===== config.mk =====
export PLATFORM = sky130hd
export DESIGN_NAME = pan_autoneg
export DESIGN_NICKNAME = d
export VERILOG_FILES = /design/src/design/pan_pkg.sv /design/src/design/pan_res_if.sv /design/src/design/pan_autoneg.sv /design/src/design/pan_strap_sample.sv /design/src/design/pan_resolve.sv
export VERILOG_INCLUDE_DIRS = /design/src /design/src/design
export SDC_FILE = /design/constraint.sdc
export NUM_CORES = 1
export LEC_CHECK = 0
export BUFFER_PORTS_ARGS = -buffer_cell sky130_fd_sc_hd__buf_4
export CELL_PAD_IN_SITES_DETAIL_PLACEMENT = 1
export CELL_PAD_IN_SITES_GLOBAL_PLACEMENT = 1
export CORE_UTILIZATION = 45
export DETAILED_ROUTE_END_ITERATION = 16
export HOLD_SLACK_MARGIN = 0.08
export PLACE_DENSITY = 0.81
export SLEW_MARGIN = 20
export SYNTH_ARGS = -nofsm -noshare
export SYNTH_HDL_FRONTEND = slang
export SYNTH_SLANG_ARGS = --single-unit

===== constraint.sdc =====
create_clock -name clock -period 9.4 [get_ports clock]
set_input_delay 1.41 -clock clock [delete_from_list [all_inputs] [get_ports clock]]
set_output_delay 1.41 -clock clock [all_outputs]
set_load 0.02 [all_outputs]

===== src/design/pan_defs.svh =====
// Register map, field positions, reset values and timing figures
`ifndef PAN_DEFS_SVH
`define PAN_DEFS_SVH
`define PAN_ADDR_MODE_CTRL 5'h00
`define PAN_ADDR_MODE_STAT 5'h01
`define PAN_ADDR_ADVERT 5'h04
`define PAN_ADDR_PARTNER 5'h05
`define PAN_ADDR_EXPANSION 5'h06
`define PAN_ADDR_LINK_STAT 5'h10
`define PAN_CTL_SPEED 13
`define PAN_CTL_ANEN 12
`define PAN_CTL_RESTART 9
`define PAN_CTL_DUPLEX 8
`define PAN_CTL_RST_SPEED 1'h1
`define PAN_CTL_RST_ANEN 1'h1
`define PAN_CTL_RST_DUPLEX 1'h1
`define PAN_STAT_FIXED 16'h7849
`define PAN_STAT_CMPL 5
`define PAN_STAT_RFLT 4
`define PAN_STAT_LINK 2
`define PAN_ADV_HI 8
`define PAN_ADV_LO 5
`define PAN_ADV_ALL 4'hf
`define PAN_SEL_FIELD 16'h0001
`define PAN_NP_BIT 15
`define PAN_ACK_BIT 14
`define PAN_RF_BIT 13
`define PAN_PD_100 16'h0081
`define PAN_PD_10 16'h0021
`define PAN_EXP_PDF 4
`define PAN_EXP_LPNP 3
`define PAN_EXP_NP 2
`define PAN_EXP_PAGE 1
`define PAN_EXP_LPAN 0
`define PAN_LOCAL_NP 1'h0
`define PAN_LS_LINK 0
`define PAN_LS_SPEED10 1
`define PAN_LS_DUPLEX 2
`define PAN_LS_CMPL 4
`define PAN_STRAP_00 4'h3
`define PAN_STRAP_01 4'hc
`define PAN_STRAP_10 4'h5
`define PAN_STRAP_11 4'hf
`define PAN_CLK_KHZ 125000
`define PAN_BREAK_MS 1500
`define PAN_BURST_MS 16
`define PAN_TMR_W 28
`endif


===== src/design/pan_pkg.sv =====
// Types shared by the negotiation modules
package pan_pkg;
	typedef enum logic [5:0] {
		ST_OFF = 6'h01,
		ST_BREAK = 6'h02,
		ST_ABILITY = 6'h04,
		ST_ACK = 6'h08,
		ST_CHECK = 6'h10,
		ST_GOOD = 6'h20
	} pan_state_type;
endpackage


===== src/design/pan_res_if.sv =====
// Abilities in, resolved common mode out
`timescale 1ns/100ps
interface pan_res_if;
	logic [3:0] local_adv;
	logic [3:0] partner_adv;
	logic valid;
	logic speed_100;
	logic full_duplex;
	modport resolver(input local_adv, input partner_adv, output valid, output speed_100,
		output full_duplex);
	modport user(output local_adv, output partner_adv, input valid, input speed_100,
		input full_duplex);
endinterface


===== src/design/pan_autoneg.sv =====
// Auto-negotiation control with its management registers
// Behaviour
// - Straps sampled after reset into advertised bits
// - Strap codes map to four ability sets
// - Advertisement writes override the strap setup after its load cycle
// - Bursts carry the advertised abilities
// - Fixed priority picks the common mode
// - Control register enables, disables, restarts negotiation
// - Forced mode uses speed and duplex bits
// - Speed and duplex bits ignored while negotiating
// - Link status register reports operating speed, resolved or forced
// - Ability bits fixed, four-pair ability zero
// - Status shows complete, fault, link, preamble
// - Straps set the default advertisement (all only with both straps high), writes suppress abilities
// - Partner register captures pages received in ability, ack and check states
// - Parallel detection loads fixed partner words
// - Expansion register reports page and detect status
// - Restart bit restarts negotiation at any time
// - Restart holds link quiet for break interval
// - Lost link resumes negotiation automatically
`timescale 1ns/100ps
`include "pan_defs.svh"
module pan_autoneg #(
	parameter int unsigned BREAK_CYCLES = `PAN_BREAK_MS * `PAN_CLK_KHZ,
	parameter int unsigned BURST_CYCLES = `PAN_BURST_MS * `PAN_CLK_KHZ
) (
	input logic clock,
	input logic rstn,
	input logic adv_strap_hi,
	input logic adv_strap_lo,
	input logic [4:0] mgmt_addr,
	input logic mgmt_write,
	input logic mgmt_read,
	input logic [15:0] mgmt_wdata,
	output logic [15:0] mgmt_rdata,
	input logic rx_page_valid,
	input logic [15:0] rx_page_word,
	input logic link_100_good,
	input logic link_10_good,
	output logic flp_send,
	output logic [15:0] flp_word,
	output logic tx_hold,
	output logic link_up,
	output logic op_speed_100,
	output logic op_full_duplex,
	output logic neg_complete
);
	localparam logic [`PAN_TMR_W-1:0] BREAK_LD = `PAN_TMR_W'(BREAK_CYCLES - 1);
	localparam logic [`PAN_TMR_W-1:0] BURST_LD = `PAN_TMR_W'(BURST_CYCLES - 1);

	pan_pkg::pan_state_type state;
	pan_pkg::pan_state_type next_state;
	logic [`PAN_TMR_W-1:0] timer;
	logic timer_done;
	logic ctl_anen;
	logic ctl_speed;
	logic ctl_duplex;
	logic [3:0] adv;
	logic [15:0] partner;
	logic lp_an;
	logic page_rcvd;
	logic pdf;
	logic [3:0] strap_adv;
	logic strap_load;
	logic wr_ctl;
	logic wr_adv;
	logic rd_exp;
	logic link_ok;
	logic forced_link;
	logic pd_one;
	logic pd_both;
	logic page_state;
	logic burst_state;
	logic [15:0] ctl_word;
	logic [15:0] stat_word;
	logic [15:0] exp_word;
	logic [15:0] ls_word;
	logic [15:0] rd_mux;

	pan_res_if res ();

	function automatic logic pan_mapped(input logic [4:0] a);
		return a == `PAN_ADDR_MODE_CTRL || a == `PAN_ADDR_MODE_STAT ||
			a == `PAN_ADDR_ADVERT || a == `PAN_ADDR_PARTNER ||
			a == `PAN_ADDR_EXPANSION || a == `PAN_ADDR_LINK_STAT;
	endfunction

	function automatic logic [15:0] pan_base_word(input logic [3:0] abil, input logic ack);
		logic [15:0] w;
		w = `PAN_SEL_FIELD;
		w[`PAN_ADV_HI:`PAN_ADV_LO] = abil;
		w[`PAN_ACK_BIT] = ack;
		return w;
	endfunction

	pan_strap_sample u_strap (
		.clock(clock),
		.rstn(rstn),
		.adv_strap_hi(adv_strap_hi),
		.adv_strap_lo(adv_strap_lo),
		.strap_adv(strap_adv),
		.strap_load(strap_load)
	);

	pan_resolve u_resolve (
		.clock(clock),
		.rstn(rstn),
		.res(res.resolver)
	);

	assign res.local_adv = adv;
	assign res.partner_adv = partner[`PAN_ADV_HI:`PAN_ADV_LO];

	assign wr_ctl = mgmt_write && mgmt_addr == `PAN_ADDR_MODE_CTRL;
	assign wr_adv = mgmt_write && mgmt_addr == `PAN_ADDR_ADVERT;
	assign rd_exp = mgmt_read && mgmt_addr == `PAN_ADDR_EXPANSION;
	assign timer_done = timer == '0;
	assign pd_one = link_100_good ^ link_10_good;
	assign pd_both = link_100_good && link_10_good;
	assign link_ok = res.speed_100 ? link_100_good : link_10_good;
	assign forced_link = ctl_speed ? link_100_good : link_10_good;
	assign page_state = state inside {pan_pkg::ST_ABILITY, pan_pkg::ST_ACK, pan_pkg::ST_CHECK};
	assign burst_state = state inside {pan_pkg::ST_ABILITY, pan_pkg::ST_ACK};

	// Link pulses and data are held off only during the break interval
	assign tx_hold = state == pan_pkg::ST_BREAK;
	assign flp_send = burst_state && timer_done;

	always_comb begin
		next_state = state;
		unique case (state)
			pan_pkg::ST_OFF: begin
				if (ctl_anen)
					next_state = pan_pkg::ST_ABILITY;
			end
			pan_pkg::ST_BREAK: begin
				if (timer_done)
					next_state = pan_pkg::ST_ABILITY;
			end
			pan_pkg::ST_ABILITY: begin
				if (rx_page_valid)
					next_state = pan_pkg::ST_ACK;
				else if (pd_one)
					next_state = pan_pkg::ST_CHECK;
			end
			pan_pkg::ST_ACK: begin
				if (rx_page_valid && rx_page_word[`PAN_ACK_BIT])
					next_state = pan_pkg::ST_CHECK;
			end
			pan_pkg::ST_CHECK: begin
				if (!res.valid)
					next_state = pan_pkg::ST_ABILITY;
				else if (link_ok)
					next_state = pan_pkg::ST_GOOD;
			end
			pan_pkg::ST_GOOD: begin
				if (!link_ok)
					next_state = pan_pkg::ST_ABILITY;
			end
		endcase
		if (wr_ctl) begin
			if (!mgmt_wdata[`PAN_CTL_ANEN])
				next_state = pan_pkg::ST_OFF;
			else if (mgmt_wdata[`PAN_CTL_RESTART] || !ctl_anen)
				next_state = pan_pkg::ST_BREAK;
		end
	end

	always_ff @(posedge clock) begin
		if (!rstn)
			state <= pan_pkg::ST_ABILITY;
		else
			state <= next_state;
	end

	// One timer serves the break interval and the burst spacing
	always_ff @(posedge clock) begin
		if (!rstn)
			timer <= '0;
		else if (next_state != state || (wr_ctl && next_state == pan_pkg::ST_BREAK))
			timer <= (next_state == pan_pkg::ST_BREAK) ? BREAK_LD : BURST_LD;
		else if (timer_done)
			timer <= BURST_LD;
		else
			timer <= timer - `PAN_TMR_W'(1);
	end

	always_ff @(posedge clock) begin
		if (!rstn)
			flp_word <= pan_base_word(`PAN_ADV_ALL, 1'h0);
		else
			flp_word <= pan_base_word(adv, state == pan_pkg::ST_ACK);
	end

	always_ff @(posedge clock) begin
		if (!rstn) begin
			ctl_anen <= `PAN_CTL_RST_ANEN;
			ctl_speed <= `PAN_CTL_RST_SPEED;
			ctl_duplex <= `PAN_CTL_RST_DUPLEX;
		end else if (wr_ctl) begin
			ctl_anen <= mgmt_wdata[`PAN_CTL_ANEN];
			ctl_speed <= mgmt_wdata[`PAN_CTL_SPEED];
			ctl_duplex <= mgmt_wdata[`PAN_CTL_DUPLEX];
		end
	end

	always_ff @(posedge clock) begin
		if (!rstn)
			adv <= `PAN_ADV_ALL;
		else if (strap_load)
			adv <= strap_adv;
		else if (wr_adv)
			adv <= mgmt_wdata[`PAN_ADV_HI:`PAN_ADV_LO];
	end

	always_ff @(posedge clock) begin
		if (!rstn) begin
			partner <= 16'h0000;
			lp_an <= 1'h0;
		end else if (next_state == pan_pkg::ST_BREAK || next_state == pan_pkg::ST_OFF) begin
			partner <= 16'h0000;
			lp_an <= 1'h0;
		end else if (page_state && rx_page_valid) begin
			partner <= rx_page_word;
			lp_an <= 1'h1;
		end else if (state == pan_pkg::ST_ABILITY && pd_one) begin
			partner <= link_100_good ? `PAN_PD_100 : `PAN_PD_10;
		end
	end

	// Hardware set wins over the clear by reading the expansion register
	always_ff @(posedge clock) begin
		if (!rstn)
			page_rcvd <= 1'h0;
		else if (page_state && rx_page_valid)
			page_rcvd <= 1'h1;
		else if (rd_exp)
			page_rcvd <= 1'h0;
	end

	always_ff @(posedge clock) begin
		if (!rstn)
			pdf <= 1'h0;
		else if (state == pan_pkg::ST_ABILITY && pd_both && !rx_page_valid)
			pdf <= 1'h1;
		else if (rd_exp)
			pdf <= 1'h0;
	end

	always_ff @(posedge clock) begin
		if (!rstn) begin
			op_speed_100 <= `PAN_CTL_RST_SPEED;
			op_full_duplex <= `PAN_CTL_RST_DUPLEX;
		end else if (state == pan_pkg::ST_OFF) begin
			op_speed_100 <= ctl_speed;
			op_full_duplex <= ctl_duplex;
		end else begin
			op_speed_100 <= res.speed_100;
			op_full_duplex <= res.full_duplex;
		end
	end

	always_ff @(posedge clock) begin
		if (!rstn) begin
			link_up <= 1'h0;
			neg_complete <= 1'h0;
		end else begin
			link_up <= (state == pan_pkg::ST_OFF) ? forced_link : state == pan_pkg::ST_GOOD;
			neg_complete <= state == pan_pkg::ST_GOOD;
		end
	end

	always_comb begin
		ctl_word = 16'h0000;
		ctl_word[`PAN_CTL_SPEED] = ctl_speed;
		ctl_word[`PAN_CTL_ANEN] = ctl_anen;
		ctl_word[`PAN_CTL_DUPLEX] = ctl_duplex;
		stat_word = `PAN_STAT_FIXED;
		stat_word[`PAN_STAT_CMPL] = neg_complete;
		stat_word[`PAN_STAT_RFLT] = partner[`PAN_RF_BIT];
		stat_word[`PAN_STAT_LINK] = link_up;
		exp_word = 16'h0000;
		exp_word[`PAN_EXP_PDF] = pdf;
		exp_word[`PAN_EXP_LPNP] = lp_an && partner[`PAN_NP_BIT];
		exp_word[`PAN_EXP_NP] = `PAN_LOCAL_NP;
		exp_word[`PAN_EXP_PAGE] = page_rcvd;
		exp_word[`PAN_EXP_LPAN] = lp_an;
		ls_word = 16'h0000;
		ls_word[`PAN_LS_LINK] = link_up;
		ls_word[`PAN_LS_SPEED10] = !op_speed_100;
		ls_word[`PAN_LS_DUPLEX] = op_full_duplex;
		ls_word[`PAN_LS_CMPL] = neg_complete;
	end

	always_comb begin
		case (mgmt_addr)
			`PAN_ADDR_MODE_CTRL: rd_mux = ctl_word;
			`PAN_ADDR_MODE_STAT: rd_mux = stat_word;
			`PAN_ADDR_ADVERT: rd_mux = pan_base_word(adv, 1'h0);
			`PAN_ADDR_PARTNER: rd_mux = partner;
			`PAN_ADDR_EXPANSION: rd_mux = exp_word;
			`PAN_ADDR_LINK_STAT: rd_mux = ls_word;
			default: rd_mux = 16'h0000;
		endcase
	end

	always_ff @(posedge clock) begin
		if (!rstn)
			mgmt_rdata <= 16'h0000;
		else if (mgmt_read)
			mgmt_rdata <= pan_mapped(mgmt_addr) ? rd_mux : 16'h0000;
	end
endmodule


===== src/design/pan_strap_sample.sv =====
// Synchronises the two strap pins and captures them once after reset
`timescale 1ns/100ps
`include "pan_defs.svh"
module pan_strap_sample (
	input logic clock,
	input logic rstn,
	input logic adv_strap_hi,
	input logic adv_strap_lo,
	output logic [3:0] strap_adv,
	output logic strap_load
);
	logic [1:0] sync_a;
	logic [1:0] sync_b;
	logic loaded;

	function automatic logic [3:0] pan_strap_map(input logic [1:0] code);
		unique case (code)
			2'h0: return `PAN_STRAP_00;
			2'h1: return `PAN_STRAP_01;
			2'h2: return `PAN_STRAP_10;
			2'h3: return `PAN_STRAP_11;
		endcase
	endfunction

	// Free running so the pins are settled when reset releases
	always_ff @(posedge clock) begin
		sync_a <= {adv_strap_hi, adv_strap_lo};
		sync_b <= sync_a;
	end

	always_ff @(posedge clock) begin
		if (!rstn) begin
			loaded <= 1'h0;
			strap_load <= 1'h0;
			strap_adv <= `PAN_ADV_ALL;
		end else begin
			loaded <= 1'h1;
			strap_load <= !loaded;
			if (!loaded)
				strap_adv <= pan_strap_map(sync_b);
		end
	end
endmodule


===== src/design/pan_resolve.sv =====
// Picks the best mode common to both ends
`timescale 1ns/100ps
module pan_resolve (
	input logic clock,
	input logic rstn,
	pan_res_if.resolver res
);
	logic [3:0] common;

	// Result is {valid, speed_100, full_duplex}
	function automatic logic [2:0] pan_pick(input logic [3:0] c);
		if (c[3])
			return 3'h7;
		else if (c[2])
			return 3'h6;
		else if (c[1])
			return 3'h5;
		else if (c[0])
			return 3'h4;
		else
			return 3'h0;
	endfunction

	assign common = res.local_adv & res.partner_adv;
	assign {res.valid, res.speed_100, res.full_duplex} = pan_pick(common);
endmodule


Word level (Yosys, flattened, before mapping):

Cells that the tools add are included.
W data, S select, Z words.

* bitwise operators: 3
* mux-type cells: 36
* reductions and logical operators: 34
* add/subtract/negate cells: 1
* equal/unequal tests: 17

Operators by type and width (number)
* $pmux W16 S6: 1
* $mux W28: 3
* $mux W6: 11
* $mux W16: 3
* $pmux W6 S6: 1
* $logic_not A28 Y1: 1
* $sub A28 B1 Y28 const B: 1
* $pmux W4 S4: 1
* $eq A5 B3 Y1 const B: 3
* $eq A6 B1 Y1 const B: 2
* $eq A6 B2 Y1 const B: 2
* $logic_and A1 B1 Y1: 12
* $mux W3: 4
* $reduce_bool A2 Y1: 5
* $mux W1: 9
* $logic_or A1 B1 Y1: 8
* $mux W4: 2
* $mux W8: 1
* $eq A6 B3 Y1 const B: 1
* $eq A6 B4 Y1 const B: 1
* $eq A6 B5 Y1 const B: 1
* $eq A6 B6 Y1 const B: 1
* $ne A6 B6 Y1: 1
* $eq A5 B1 Y1 const B: 1
* other kinds (11): 15

* word-level logic and storage cells: 113
* output and inout port bits: 38
* input port bits: 46
* register bits after elaboration: 106

Longest topological paths before layout:

Gate-level depths: netlist of run 1.

* depth in word-level cells: 16
* mapped depth: 12
* mapped depth without buffers: 9

By module:

From an unflattened synthesis of run 1, not the netlist that was laid out.

* cells, all modules: 555
* area total of the unflattened synthesis: 4684.5 µm²

By module, submodules not included
* pan_autoneg: area each 4309.1 µm², times used 1, cells an instance 522, seq. area each 1701.6 µm²
* pan_strap_sample: area each 342.8 µm², times used 1, cells an instance 29, seq. area each 200.2 µm²
* pan_resolve: area each 32.5 µm², times used 1, cells an instance 4, seq. area each 0.0 µm²

Least setup slack after synthesis of run 1:

No wires, ideal clock.

* kind: input -> register
* start: in mgmt_addr[2]
* end: reg timer[11]
* arrival time: 3.841 ns
* data required time: 9.308 ns
* slack: 5.467 ns
* stages on the path: 10
* path buffers: 3
* setup time: 0.092 ns
* cell sequence: clkbuf_1 -> or4_4 -> nor3_4 -> a22o_1 -> o221ai_1 -> or4_4 -> a211o_2 -> buf_6 -> buf_8 -> nor4_1

* cells in the longest elaborated chain, start to end: 7
* elaborated cells between the ends (all ways): 8
* classes of those cells: 2 x eq/ne; 2 x mux; 4 x reduce/logical

Ends and longest elaborated chain
* from (decl): line pan_autoneg.sv:31 `input logic [4:0] mgmt_addr,`
* $logic_not A5 Y1 *
* $logic_and A1 B1 Y1 (no line) *
* $mux W6: line pan_autoneg.sv:161 `if (wr_ctl) begin`
* $eq A6 B2 Y1: line pan_autoneg.sv:180 `else if (next_state != state || (wr_ctl && next_state == pan_pkg::ST_BREAK))`
* $logic_and A1 B1 Y1: line pan_autoneg.sv:180
* $logic_or A1 B1 Y1 *: line pan_autoneg.sv:180
* $mux W28 *: line pan_autoneg.sv:180
* to (signal assigned): line pan_autoneg.sv:181 `timer <= (next_state == pan_pkg::ST_BREAK) ? BREAK_LD : BURST_LD;`
* to (signal assigned): line pan_autoneg.sv:185 `` timer <= timer - `PAN_TMR_W'(1); ``
* to (decl): line pan_autoneg.sv:53 `` logic [`PAN_TMR_W-1:0] timer; ``

Mark *: on every way between the ends. The rest lies on a longest branch, timed or not.
A chain may end at the register's enable or synchronous reset.

Worst setup path in the final report of run 1:

* start: in mgmt_addr[0]
* end: reg timer[2]

Same word-level chain as after synthesis.

==> results of run 1 <==
## layer usage
| layer | global-route usage [%] | vias up |
|---|---|---|
| met5 | 0 | - |
| met4 | 10.42 | 0 |
| met3 | 4.966 | 22 |
| met2 | 45.18 | 139 |
| met1 | 35.55 | 2237 |
| li1 | - | 2114 |
## layout make-up
cell class | count | area, µm² | share of cell area (%)
well taps | 136 | 170.2 | 3.064
clock inverters | 4 | 76.32 | 1.374
repair buffers | 65 | 488.0 | 8.788
multi-input cells | 414 | 2694 | 48.51
flip-flops and latches | 95 | 1902 | 34.25
clock buffers | 12 | 155.1 | 2.794
inverters | 18 | 67.56 | 1.217
## layout by cell type (no fill, tap or decap), types with 13 or more instances in the layout
| cell | Yosys | layout |
|---|---|---|
| a211oi_1 | 16 | 16 |
| nand2_1 | 55 | 55 |
| nor3_1 | 16 | 16 |
| xnor2_1 | 13 | 13 |
| dfxtp_1 | 95 | 95 |
| nor4_1 | 20 | 20 |
| a21oi_1 | 26 | 25 |
| inv_1 | 17 | 16 |
| nand3_1 | 14 | 14 |
| a22oi_1 | 19 | 19 |
| buf_4 | 11 | 65 |
| nor2_1 | 55 | 55 |
| mux2i_1 | 18 | 18 |
## sequential cells by signal (all words and copies together) (netlist names), 2 cells and up
name               cells
u_strap.sync_b         2
partner               16
u_strap.strap_adv      4
timer                 28
u_strap.sync_a         2
flp_word               5
mgmt_rdata            16
adv                    4
state                  6
## report_power, final
| part | switching (W) | internal [W] | total [W] |
|---|---|---|---|
| Sequential | 0.0000383 | 0.000437 | 0.000476 |
| Clock | 0.000145 | 0.000165 | 0.000310 |
| Combinational | 0.000157 | 0.0000974 | 0.000255 |
## logic make-up after synthesis
family | Yosys count
AND/OR/NAND/NOR | 215
AO/OA/AOI/OAI | 137
flip-flops | 95
buffers and inverters | 63
multiplexers | 24
XOR/XNOR | 21
adder cells (fa/ha/maj) | 6
other | 2
## stage by stage
stage / cells / setup slack, ps / area [µm²] / power (W) / hold slack (ps)
6_report: 744 / 4958 / 5553 / 0.001041 / 332.7
2_1_floorplan: 572 / 5467 / 4913 / 0.0006695 / 309.6
3_3_place_gp: 728 / 4800 / 5321 / 0.0007202 / 314.9
5_1_grt: 744 / 4819 / 5553 / 0.001091 / 342.6
4_1_cts: 744 / 5020 / 5553 / 0.001041 / 335.7
3_5_place_dp: 728 / 4718 / 5321 / 0.0007333 / 315.0
## synthesized netlist by cell type (all sizes together), types with 4 or more instances
cell,instances,area share [%]
nand3,14,1.4
buf,20,3.3
or4,8,1.5
or3,5,0.64
o21a,5,0.77
a22oi,20,3.2
and3,4,0.51
clkbuf,25,1.9
o211ai,5,0.77
a211oi,20,3.5
a31oi,11,1.4
a221oi,12,2.3
nand2b,11,1.4
and2,4,0.51
ha,6,1.5
nand2,55,4.2
nor3,17,2.0
mux2i,18,3.7
inv,17,1.3
xor2,7,1.3
mux2,6,1.4
xnor2,14,2.9
nand3b,5,0.77
o21ai,12,1.2
nor4,20,2.6
dfxtp,95,39
nor2,55,4.2
nor2b,7,0.90
a21oi,27,2.8
## how the worst max path moves through the flow
stage,start,endpoint,slack (ps),cells past startpoint
floorplan,mgmt_addr[2],timer[11]$_SDFF_PP0_,5470,10
CTS,mgmt_addr[0],timer[16]$_SDFF_PN0_,5020,8
finish,mgmt_addr[0],timer[2]$_SDFF_PN0_,4960,8
global placement,mgmt_addr[0],timer[25]$_SDFF_PN0_,4800,8
global route,mgmt_addr[0],timer[16]$_SDFF_PN0_,4820,8
detailed placement,mgmt_addr[0],timer[16]$_SDFF_PN0_,4720,8
==> results.py, run 1 <==
metrics = {
    "status": {
        "status": "complete, no violations",
    },
    "cts": {
        "cts_max_path_buffers": 2,
        "cts_hold_buffers": 0,
        "cts_root_buf": "clkbuf_8",
        "cts_tree": "built",
        "cts_resized": 0,
        "cts_made_buffers": 9,
        "postCtsSetupBuffers": 0,
        "clk_pin_slew_worst_paths_ps": 90,
        "htreeDepth": 3,
        "cts.sinks": 95,
        "clock_latency_ps": 380,
    },
    "finish": {
        "nNetsFinal": 655,
        "drive_gt1_share_pct": 16.94,
        "n_antenna_cell": 0,
        "nFillCells": 1254,
        "fin_util_pct": 53.31,
        "area_delta_synth_final_pct": 13.79,
    },
    "hold_path": {
        "hp-start": "u_strap.sync_a[1]$_DFF_P_",
        "hold-path-endpoint": "u_strap.sync_b[1]$_DFF_P_",
        "hold_class": "flop to flop",
        "hold-path-cell-count": 0,
    },
    "route": {
        "wl_met2_um": 7094,
        "antenna_left": 0,
        "vias": 4512,
        "dr.max_layer_used": "met4",
        "viasPerCell": 6.065,
        "drtPass1Iterations": 5,
        "remaining_drc_errors": 0,
        "drt_iter0_markers": 285,
        "wl_met3_um": 705,
        "wl_per_cell_um": 19.50,
        "totalWireLength_um": 14510,
        "wl_met1_um": 6453,
    },
    "die": {
        "rows": 37,
        "die_area_mm2": 0.01126,
        "coreArea_mm2": 0.01042,
        "pin_count": 84,
        "initial_core_util_pct": 46.85,
        "die_w_um": 106.1,
        "die_h_um": 106.1,
    },
    "timing": {
        "skew_ps": 8.736,
        "fmax_mhz": 225.1,
        "fin_crit_sh_pct": 47.25,
        "setup_viol": 0,
        "maxSlewViolCount": 0,
        "slew_headroom_pct": 28.93,
        "min_period_ps": 4442,
        "worst_pin_slew_ps": 1066,
        "hold_viol": 0,
        "rsz0062_at_grt": "no",
        "fin_tns_setup_ps": 0,
    },
    "synth": {
        "syn_area_mm2": 0.004880,
        "seq_area_frac_synth_pct": 38.97,
        "synth_edf_count": 0,
        "synth_top_family_by_area": "simple AND/OR/NAND/NOR gates",
        "synth_ff_type": "dfxtp_1",
        "synth_compound_area_share_pct": 21.31,
        "syn_avg_cell_area_um2": 8.667,
        "synthMuxAreaShare_pct": 5.077,
        "synthSimpleGateAreaFrac_pct": 22.21,
        "ys_ff_latch": 95,
        "synthAdderAreaFrac_pct": 1.538,
        "synth_xor_area_share_pct": 4.154,
        "ys_warn_count": 0,
        "synth_async_sr_flop_share_pct": 0,
        "yosysUniqueCellTypes": 65,
        "syn_inst": 563,
    },
    "critical_path": {
        "r2r_slack_ps": 5460,
        "critical_path_class": "input port to flop",
        "required_ps": 9610,
        "critPathTopFamily": "simple AND/OR/NAND/NOR gates",
        "cp-start-kind": "input port",
        "cpPeakStageDelay_ps": 930,
        "worstPathMaxFanout": 16,
        "reg2reg_from": "state[1]$_SDFF_PN0_",
        "rr_endpoint": "timer[2]$_SDFF_PN0_",
        "r2r_cells": 7,
        "critical_path.cell_chain": "buf_4 -> nor4_1 -> nand3_1 -> o2111ai_1 -> mux2i_1 -> or4_4 -> a2111oi_4 -> a31oi_1",
        "cp_num_buf_inv": 1,
        "critPathSlowestCell": "a2111oi_4",
        "cp-end-kind": "flop",
        "cp.arrival_ps": 4660,
    },
    "placed_design": {
        "place_congestion": 0.9082,
        "port_buffers": 63,
        "dp_hpwl_um": 10210,
    },
    "pwr": {
        "max-vdd-ir-drop_mv": 0.1180,
        "leakagePower_nw": 2.101,
        "power_density_mw_per_mm2": 187.4,
    },
    "global_route": {
        "grt_max_degree": 52,
        "grt_antenna_before_repair": 0,
        "grt_pass1_vias": 4671,
        "grt_pass1_wl_um": 24140,
        "grt-ovfl-total": 0,
        "grt_usage_pct": 27.42,
    },
    "flow_run": {
        "max_cap_viol_count": 0,
    },
}
(Power assumes the default switching activity.)
==> run 2: changes to the inputs <==
CORE_UTILIZATION = 38   (was 45)
PLACE_DENSITY = 0.73   (was 0.81)
clock period = 4 ns   (was 9.4 ns; I/O delays follow)
==> run 2 against run 1 <==
Hold slack better by 1.7 ps. Sequential share of layout area down 0.89 points. Combinational power up 140%. Critical path depth down 1. Die area up 18%. Cell count up 5.5%. First-iteration DRC count down 21%. Design area up 2.7%. Flip-flop and latch count unchanged. Critical endpoint is now timer[15]$_SDFF_PN0_. Largest power group unchanged.
==> results.py, run 2 (same netlist as run 1, synthesis figures left out) <==
metrics = {
    "route": {
        "totalWireLength_um": 14460,
        "wl_per_cell_um": 18.41,
        "drtPass1Iterations": 4,
        "antenna_left": 0,
        "drt_iter0_markers": 225,
        "viasPerCell": 5.629,
        "vias": 4419,
        "remaining_drc_errors": 0,
    },
    "pwr": {
        "power_density_mw_per_mm2": 451.3,
        "p_seq_share_pct": 43.4,
        "leakagePower_nw": 2.165,
        "p_switching_w": 0.0008110,
        "max-vdd-ir-drop_mv": 0.2037,
        "swShare_pct": 31.52,
        "p_comb_share_pct": 23.5,
        "p_clk_share_pct": 33.1,
        "internal_power_w": 0.001762,
    },
    "flow_run": {
        "max_cap_viol_count": 0,
    },
    "die": {
        "rows": 41,
        "pin_count": 84,
        "initial_core_util_pct": 38.83,
        "coreArea_mm2": 0.01257,
        "die_area_mm2": 0.01330,
        "die_h_um": 115.3,
        "die_w_um": 115.3,
    },
    "finish": {
        "nFillCells": 1494,
        "largest_register_ffs": 28,
        "final_cell_mix": "dfxtp_1 (95), buf_4 (72), nor2_1 (55), nand2_1 (55), a21oi_1 (26)",
        "area_delta_synth_final_pct": 16.85,
        "multiInputGateArea_mm2": 0.002690,
        "n_antenna_cell": 0,
        "layout.cells.most_common": "dfxtp_1",
        "layout.cells.non_filler": 785,
        "regMostFlops": "timer",
        "largest_registers": "timer x28, mgmt_rdata x16, partner x16",
        "drive_gt1_share_pct": 17.46,
        "nNetsFinal": 662,
        "ff_latch_area_mm2": 0.001902,
    },
    "timing": {
        "fin_crit_sh_pct": 84.50,
        "fmax_mhz": 295.9,
        "maxSlewViolCount": 0,
        "setup_viol": 0,
        "worst_slack_ps": 620.1,
        "rsz0062_at_grt": "no",
        "fin_tns_setup_ps": 0,
        "skew_ps": 5.450,
        "slew_headroom_pct": 42.91,
        "min_period_ps": 3380,
        "hold_viol": 0,
        "worst_pin_slew_ps": 854.5,
    },
    "cts": {
        "cts_max_path_buffers": 2,
        "clock_latency_ps": 340,
        "postCtsSetupBuffers": 0,
        "cts_resized": 0,
        "cts.sinks": 95,
        "htreeDepth": 3,
        "clk_pin_slew_worst_paths_ps": 60,
        "cts_hold_buffers": 0,
        "cts_root_buf": "clkbuf_16",
        "cts_tree": "built",
        "cts_made_buffers": 9,
    },
    "placed_design": {
        "dp_hpwl_um": 10440,
        "port_buffers": 63,
        "dp_cells": 771,
        "place_ws_ps": 463.7,
        "place_congestion": 0.9323,
    },
    "global_route": {
        "grt_pass1_wl_um": 23650,
        "grt_antenna_before_repair": 0,
        "grt_pass1_vias": 4603,
        "grt_max_degree": 41,
        "grt_usage_pct": 23.13,
        "grt-ovfl-total": 0,
    },
    "critical_path": {
        "worstPathMaxFanout": 19,
        "required_ps": 4230,
        "critical_path_class": "flop to flop",
        "cp-start-kind": "flop",
        "cp-end-kind": "flop",
        "cp.arrival_ps": 3610,
    },
    "status": {
        "status": "complete, no violations",
    },
    "hold_path": {
        "hold_class": "flop to flop",
    },
}
[run 2: worst paths after layout]
kind / slack [ps] / endpoint / depth (start not counted) / from
max: 620 / timer[15]$_SDFF_PN0_ / 7 / state[0]$_SDFF_PN0_
min: 330 / u_strap.sync_b[0]$_DFF_P_ / 0 / u_strap.sync_a[0]$_DFF_P_
max reg2reg: 620 / timer[15]$_SDFF_PN0_ / 7 / state[0]$_SDFF_PN0_
min reg2reg: 330 / u_strap.sync_b[0]$_DFF_P_ / 0 / u_strap.sync_a[0]$_DFF_P_
[run 2: through the flow]
step                utilization, %  total power, W  hold WS [ps]  cell area, µm²
floorplan                        -        0.001573         309.6            4913
global placement             43.09        0.001710         316.8            5415
detailed placement           43.09        0.001735         317.1            5415
CTS                          45.37        0.002592         337.7            5702
global route                 45.37        0.002693         343.1            5702
finish                       45.37        0.002573         334.4            5702
[run 2: layer usage]
| layer | wire length, µm | track usage, % |
|---|---|---|
| met5 | 0 | 0 |
| met1 | 6788 | 30.73 |
| met2 | 6943 | 38.44 |
| met3 | 444 | 2.688 |
| met4 | 278 | 8.658 |
[run 2: layout make-up]
| type | count | area share, % |
|---|---|---|
| Sequential cell | 95 | 33.36 |
| Clock buffer | 11 | 4.257 |
| Clock inverter | 3 | 0.7680 |
| Tap cell | 172 | 3.774 |
| Multi-Input combinational cell | 414 | 47.18 |
| Timing Repair Buffer | 72 | 9.480 |
| Inverter | 18 | 1.185 |
[run 2: power by group through the flow]
stage	sequential [W]	combinational [W]	clock (W)
finish	0.00112	0.000605	0.000852
global route	0.00113	0.000666	0.000899
CTS	0.00112	0.000604	0.000872
detailed placement	0.00113	0.000600	0
global placement	0.00113	0.000580	0
floorplan	0.00111	0.000465	0
[run 2: worst max-delay path: stages (launching register included)]
cell,delay [ps]
dfxtp_1,450
or4_1,650
nor3b_1,510
nand3_1,130
o311a_1,150
or4_4,510
a211o_2,490
o31a_1,350
==> run 3: changes to the inputs <==
ABC_AREA = 1   (was default)
CORE_UTILIZATION = 36   (was 38)
clock period = 3.1 ns   (was 4 ns; I/O delays follow)
==> run 3 against run 2 <==
Wire length down 3.0%. Largest cell class unchanged. Setup slack worse by 180 ps. Maximum frequency up 27%. Synthesized cell count up 23%. Utilization down 0.67 points. Count of clock-buffer cells in the layout unchanged. Flip-flop and latch count unchanged. Highest routed layer unchanged. Global-route usage down 1.8 points. Design area up 0.94%.
==> results.py, run 3 <==
metrics = {
    "hold_path": {
        "hold_class": "input port to flop",
    },
    "finish": {
        "largest_register_ffs": 28,
        "n_antenna_cell": 0,
        "layout.cells.most_common": "nand2_1",
        "drive_gt1_share_pct": 15.68,
        "final_cell_mix": "nand2_1 (148), nor2_1 (103), dfxtp_1 (95)",
        "area_delta_synth_final_pct": 19.08,
        "nNetsFinal": 806,
        "multiInputGateArea_mm2": 0.002491,
        "largest_registers": "timer x28, mgmt_rdata x16, partner x16",
        "regMostFlops": "timer",
        "nFillCells": 1700,
        "layout.cells.non_filler": 931,
        "ff_latch_area_mm2": 0.001902,
    },
    "synth": {
        "synth_top_area_cell": "dfxtp_1",
        "syn_avg_cell_area_um2": 6.985,
        "synthMuxAreaShare_pct": 0,
        "seq_area_frac_synth_pct": 39.35,
        "ys_top_cells_by_area": "dfxtp_1 (39%), nand2_1 (11%), nor2_1 (8.0%)",
        "synth_edf_count": 0,
        "yosysMostFrequentCell": "nand2_1",
        "synthAdderAreaFrac_pct": 1.553,
        "syn_area_mm2": 0.004833,
        "synth_ff_type": "dfxtp_1",
        "ys_warn_count": 0,
        "ys_ff_latch": 95,
        "synth_compound_area_share_pct": 13.59,
        "synth_xor_area_share_pct": 3.805,
        "yosysUniqueCellTypes": 46,
        "syn_inst": 692,
        "synthTopCellsByCount": "nand2_1 (148), nor2_1 (103), dfxtp_1 (95)",
        "synth_top_family_by_area": "simple AND/OR/NAND/NOR gates",
        "synth_async_sr_flop_share_pct": 0,
        "synthSimpleGateAreaFrac_pct": 31.74,
        "synth.top_cell.area_share_pct": 39.35,
    },
    "timing": {
        "min_period_ps": 2661,
        "fin_tns_setup_ps": 0,
        "skew_ps": 9.073,
        "setup_viol": 0,
        "hold_viol": 0,
        "fin_crit_sh_pct": 85.85,
        "worst_pin_slew_ps": 709.5,
        "rsz0062_at_grt": "no",
        "slew_headroom_pct": 52.65,
        "maxSlewViolCount": 0,
        "fmax_mhz": 375.8,
    },
    "critical_path": {
        "cp-end-kind": "flop",
        "required_ps": 3390,
        "cp_num_buf_inv": 1,
        "worstPathMaxFanout": 14,
        "critical_path_class": "flop to flop",
        "cp.arrival_ps": 2950,
        "cp-start-kind": "flop",
        "critical_path.cell_chain": "inv_1 -> ha_1 -> nand3_1 -> nor2_1 -> nand4_1 -> nand2_1 -> nand3_1 -> nand2_2 -> nand3_1 -> nand2_1 -> nand2_4 -> nor2_8 -> nand3_4 -> nor2_1",
        "critPathSlowestCell": "dfxtp_1",
        "cpPeakStageDelay_ps": 330,
        "crit_top_cell": "nand3_1",
        "critPathTopFamily": "simple AND/OR/NAND/NOR gates",
    },
    "route": {
        "drt_iter0_markers": 260,
        "drtPass1Iterations": 4,
        "viasPerCell": 4.976,
        "totalWireLength_um": 14030,
        "wl_per_cell_um": 15.06,
        "vias": 4633,
        "remaining_drc_errors": 0,
        "antenna_left": 0,
    },
    "pwr": {
        "max-vdd-ir-drop_mv": 0.4007,
        "leakagePower_nw": 2.582,
        "power_density_mw_per_mm2": 796.2,
        "power_w": 0.004583,
    },
    "cts": {
        "cts_hold_buffers": 0,
        "cts.sinks": 95,
        "cts_made_buffers": 9,
        "cts_max_path_buffers": 2,
        "htreeDepth": 3,
        "clock_latency_ps": 350,
        "clk_pin_slew_worst_paths_ps": 70,
        "cts_tree": "built",
        "cts_root_buf": "clkbuf_16",
        "postCtsSetupBuffers": 0,
        "cts_resized": 0,
    },
    "die": {
        "rows": 41,
        "die_w_um": 117.9,
        "coreArea_mm2": 0.01288,
        "pin_count": 84,
        "die_area_mm2": 0.01389,
        "die_h_um": 117.9,
        "initial_core_util_pct": 37.54,
    },
    "global_route": {
        "grt_pass1_vias": 4717,
        "grt_pass1_wl_um": 23730,
        "grt-ovfl-total": 0,
        "grt_usage_pct": 21.30,
        "met3_usage_pct": 3.634,
        "grt_antenna_before_repair": 0,
        "grt_max_degree": 25,
        "busiest_layer": "met2",
        "grtUsageMet1_pct": 28.55,
        "grt_use_met2_pct": 34.30,
    },
    "placed_design": {
        "dp_cells": 915,
        "port_buffers": 63,
        "place_congestion": 0.8866,
        "dp_hpwl_um": 10830,
    },
    "flow_run": {
        "max_cap_viol_count": 0,
    },
    "status": {
        "status": "complete, no violations",
    },
}
run 3: logic make-up (layout without fill, tap and decap cells):
logic type,after synthesis,after routing
simple gates,346,346
buf+inv,113,171
fa+ha+maj,6,6
compound gates,109,109
xor+xnor,21,21
other cells,2,11
flops,95,95
run 3: where the power goes:
| group | total [W] | switching, W | internal (W) | leakage [nW] |
|---|---|---|---|---|
| combinational | 0.00177 | 0.00119 | 0.000589 | 1.65 |
| sequential | 0.00161 | 0.000179 | 0.00143 | 0.780 |
| clock | 0.00120 | 0.000487 | 0.000709 | 0.150 |
| total | 0.00458 | 0.00185 | 0.00273 | 2.58 |
run 3: final cells by class:
cell class | count | area share [%]
tap | 172 | 3.739
clock inverter | 5 | 1.413
timing repair buffer | 67 | 8.739
sequential | 95 | 33.04
multi-input combinational | 493 | 43.28
clock buffer | 11 | 4.043
inverter | 88 | 5.739
run 3: path summary, 6_finish.rpt:
| path | slack, ps | startpoint | endpoint | cells past startpoint |
|---|---|---|---|---|
| max reg2reg | 440 | timer[0]$_SDFF_PN0_ | timer[22]$_SDFF_PP0_ | 14 |
| min | 220 | adv_strap_hi | u_strap.sync_a[1]$_DFF_P_ | 1 |
| max | 440 | timer[0]$_SDFF_PN0_ | timer[22]$_SDFF_PP0_ | 14 |
| min reg2reg | 330 | u_strap.sync_a[0]$_DFF_P_ | u_strap.sync_b[0]$_DFF_P_ | 0 |
run 3: worst register-to-register path, stage by stage, from the launching register on:
cell and delay [ps]:
dfxtp_1 330, inv_1 120, ha_1 210, nand3_1 180
nor2_1 290, nand4_1 180, nand2_1 130, nand3_1 130
nand2_2 120, nand3_1 70, nand2_1 120, nand2_4 120
nor2_8 300, nand3_4 180, nor2_1 130
run 3: per-stage QoR:
step                      setup WS (ps)  hold WS [ps]  area [µm²]  util (%)
after global placement            344.3         316.3        5441     42.26
after CTS                         415.5         206.0        5756     44.70
after global routing              176.4         207.3        5756     44.70
after floorplan                   927.1         309.6        4867         -
final                             438.8         220.5        5756     44.70
after detailed placement          255.8         314.7        5441     42.26
run 3: routing by layer:
metal	wire [µm]	part of all wire, %
met2	6383	46
met4	227	1.6
met1	6913	49
met5	0	0
met3	501	3.6
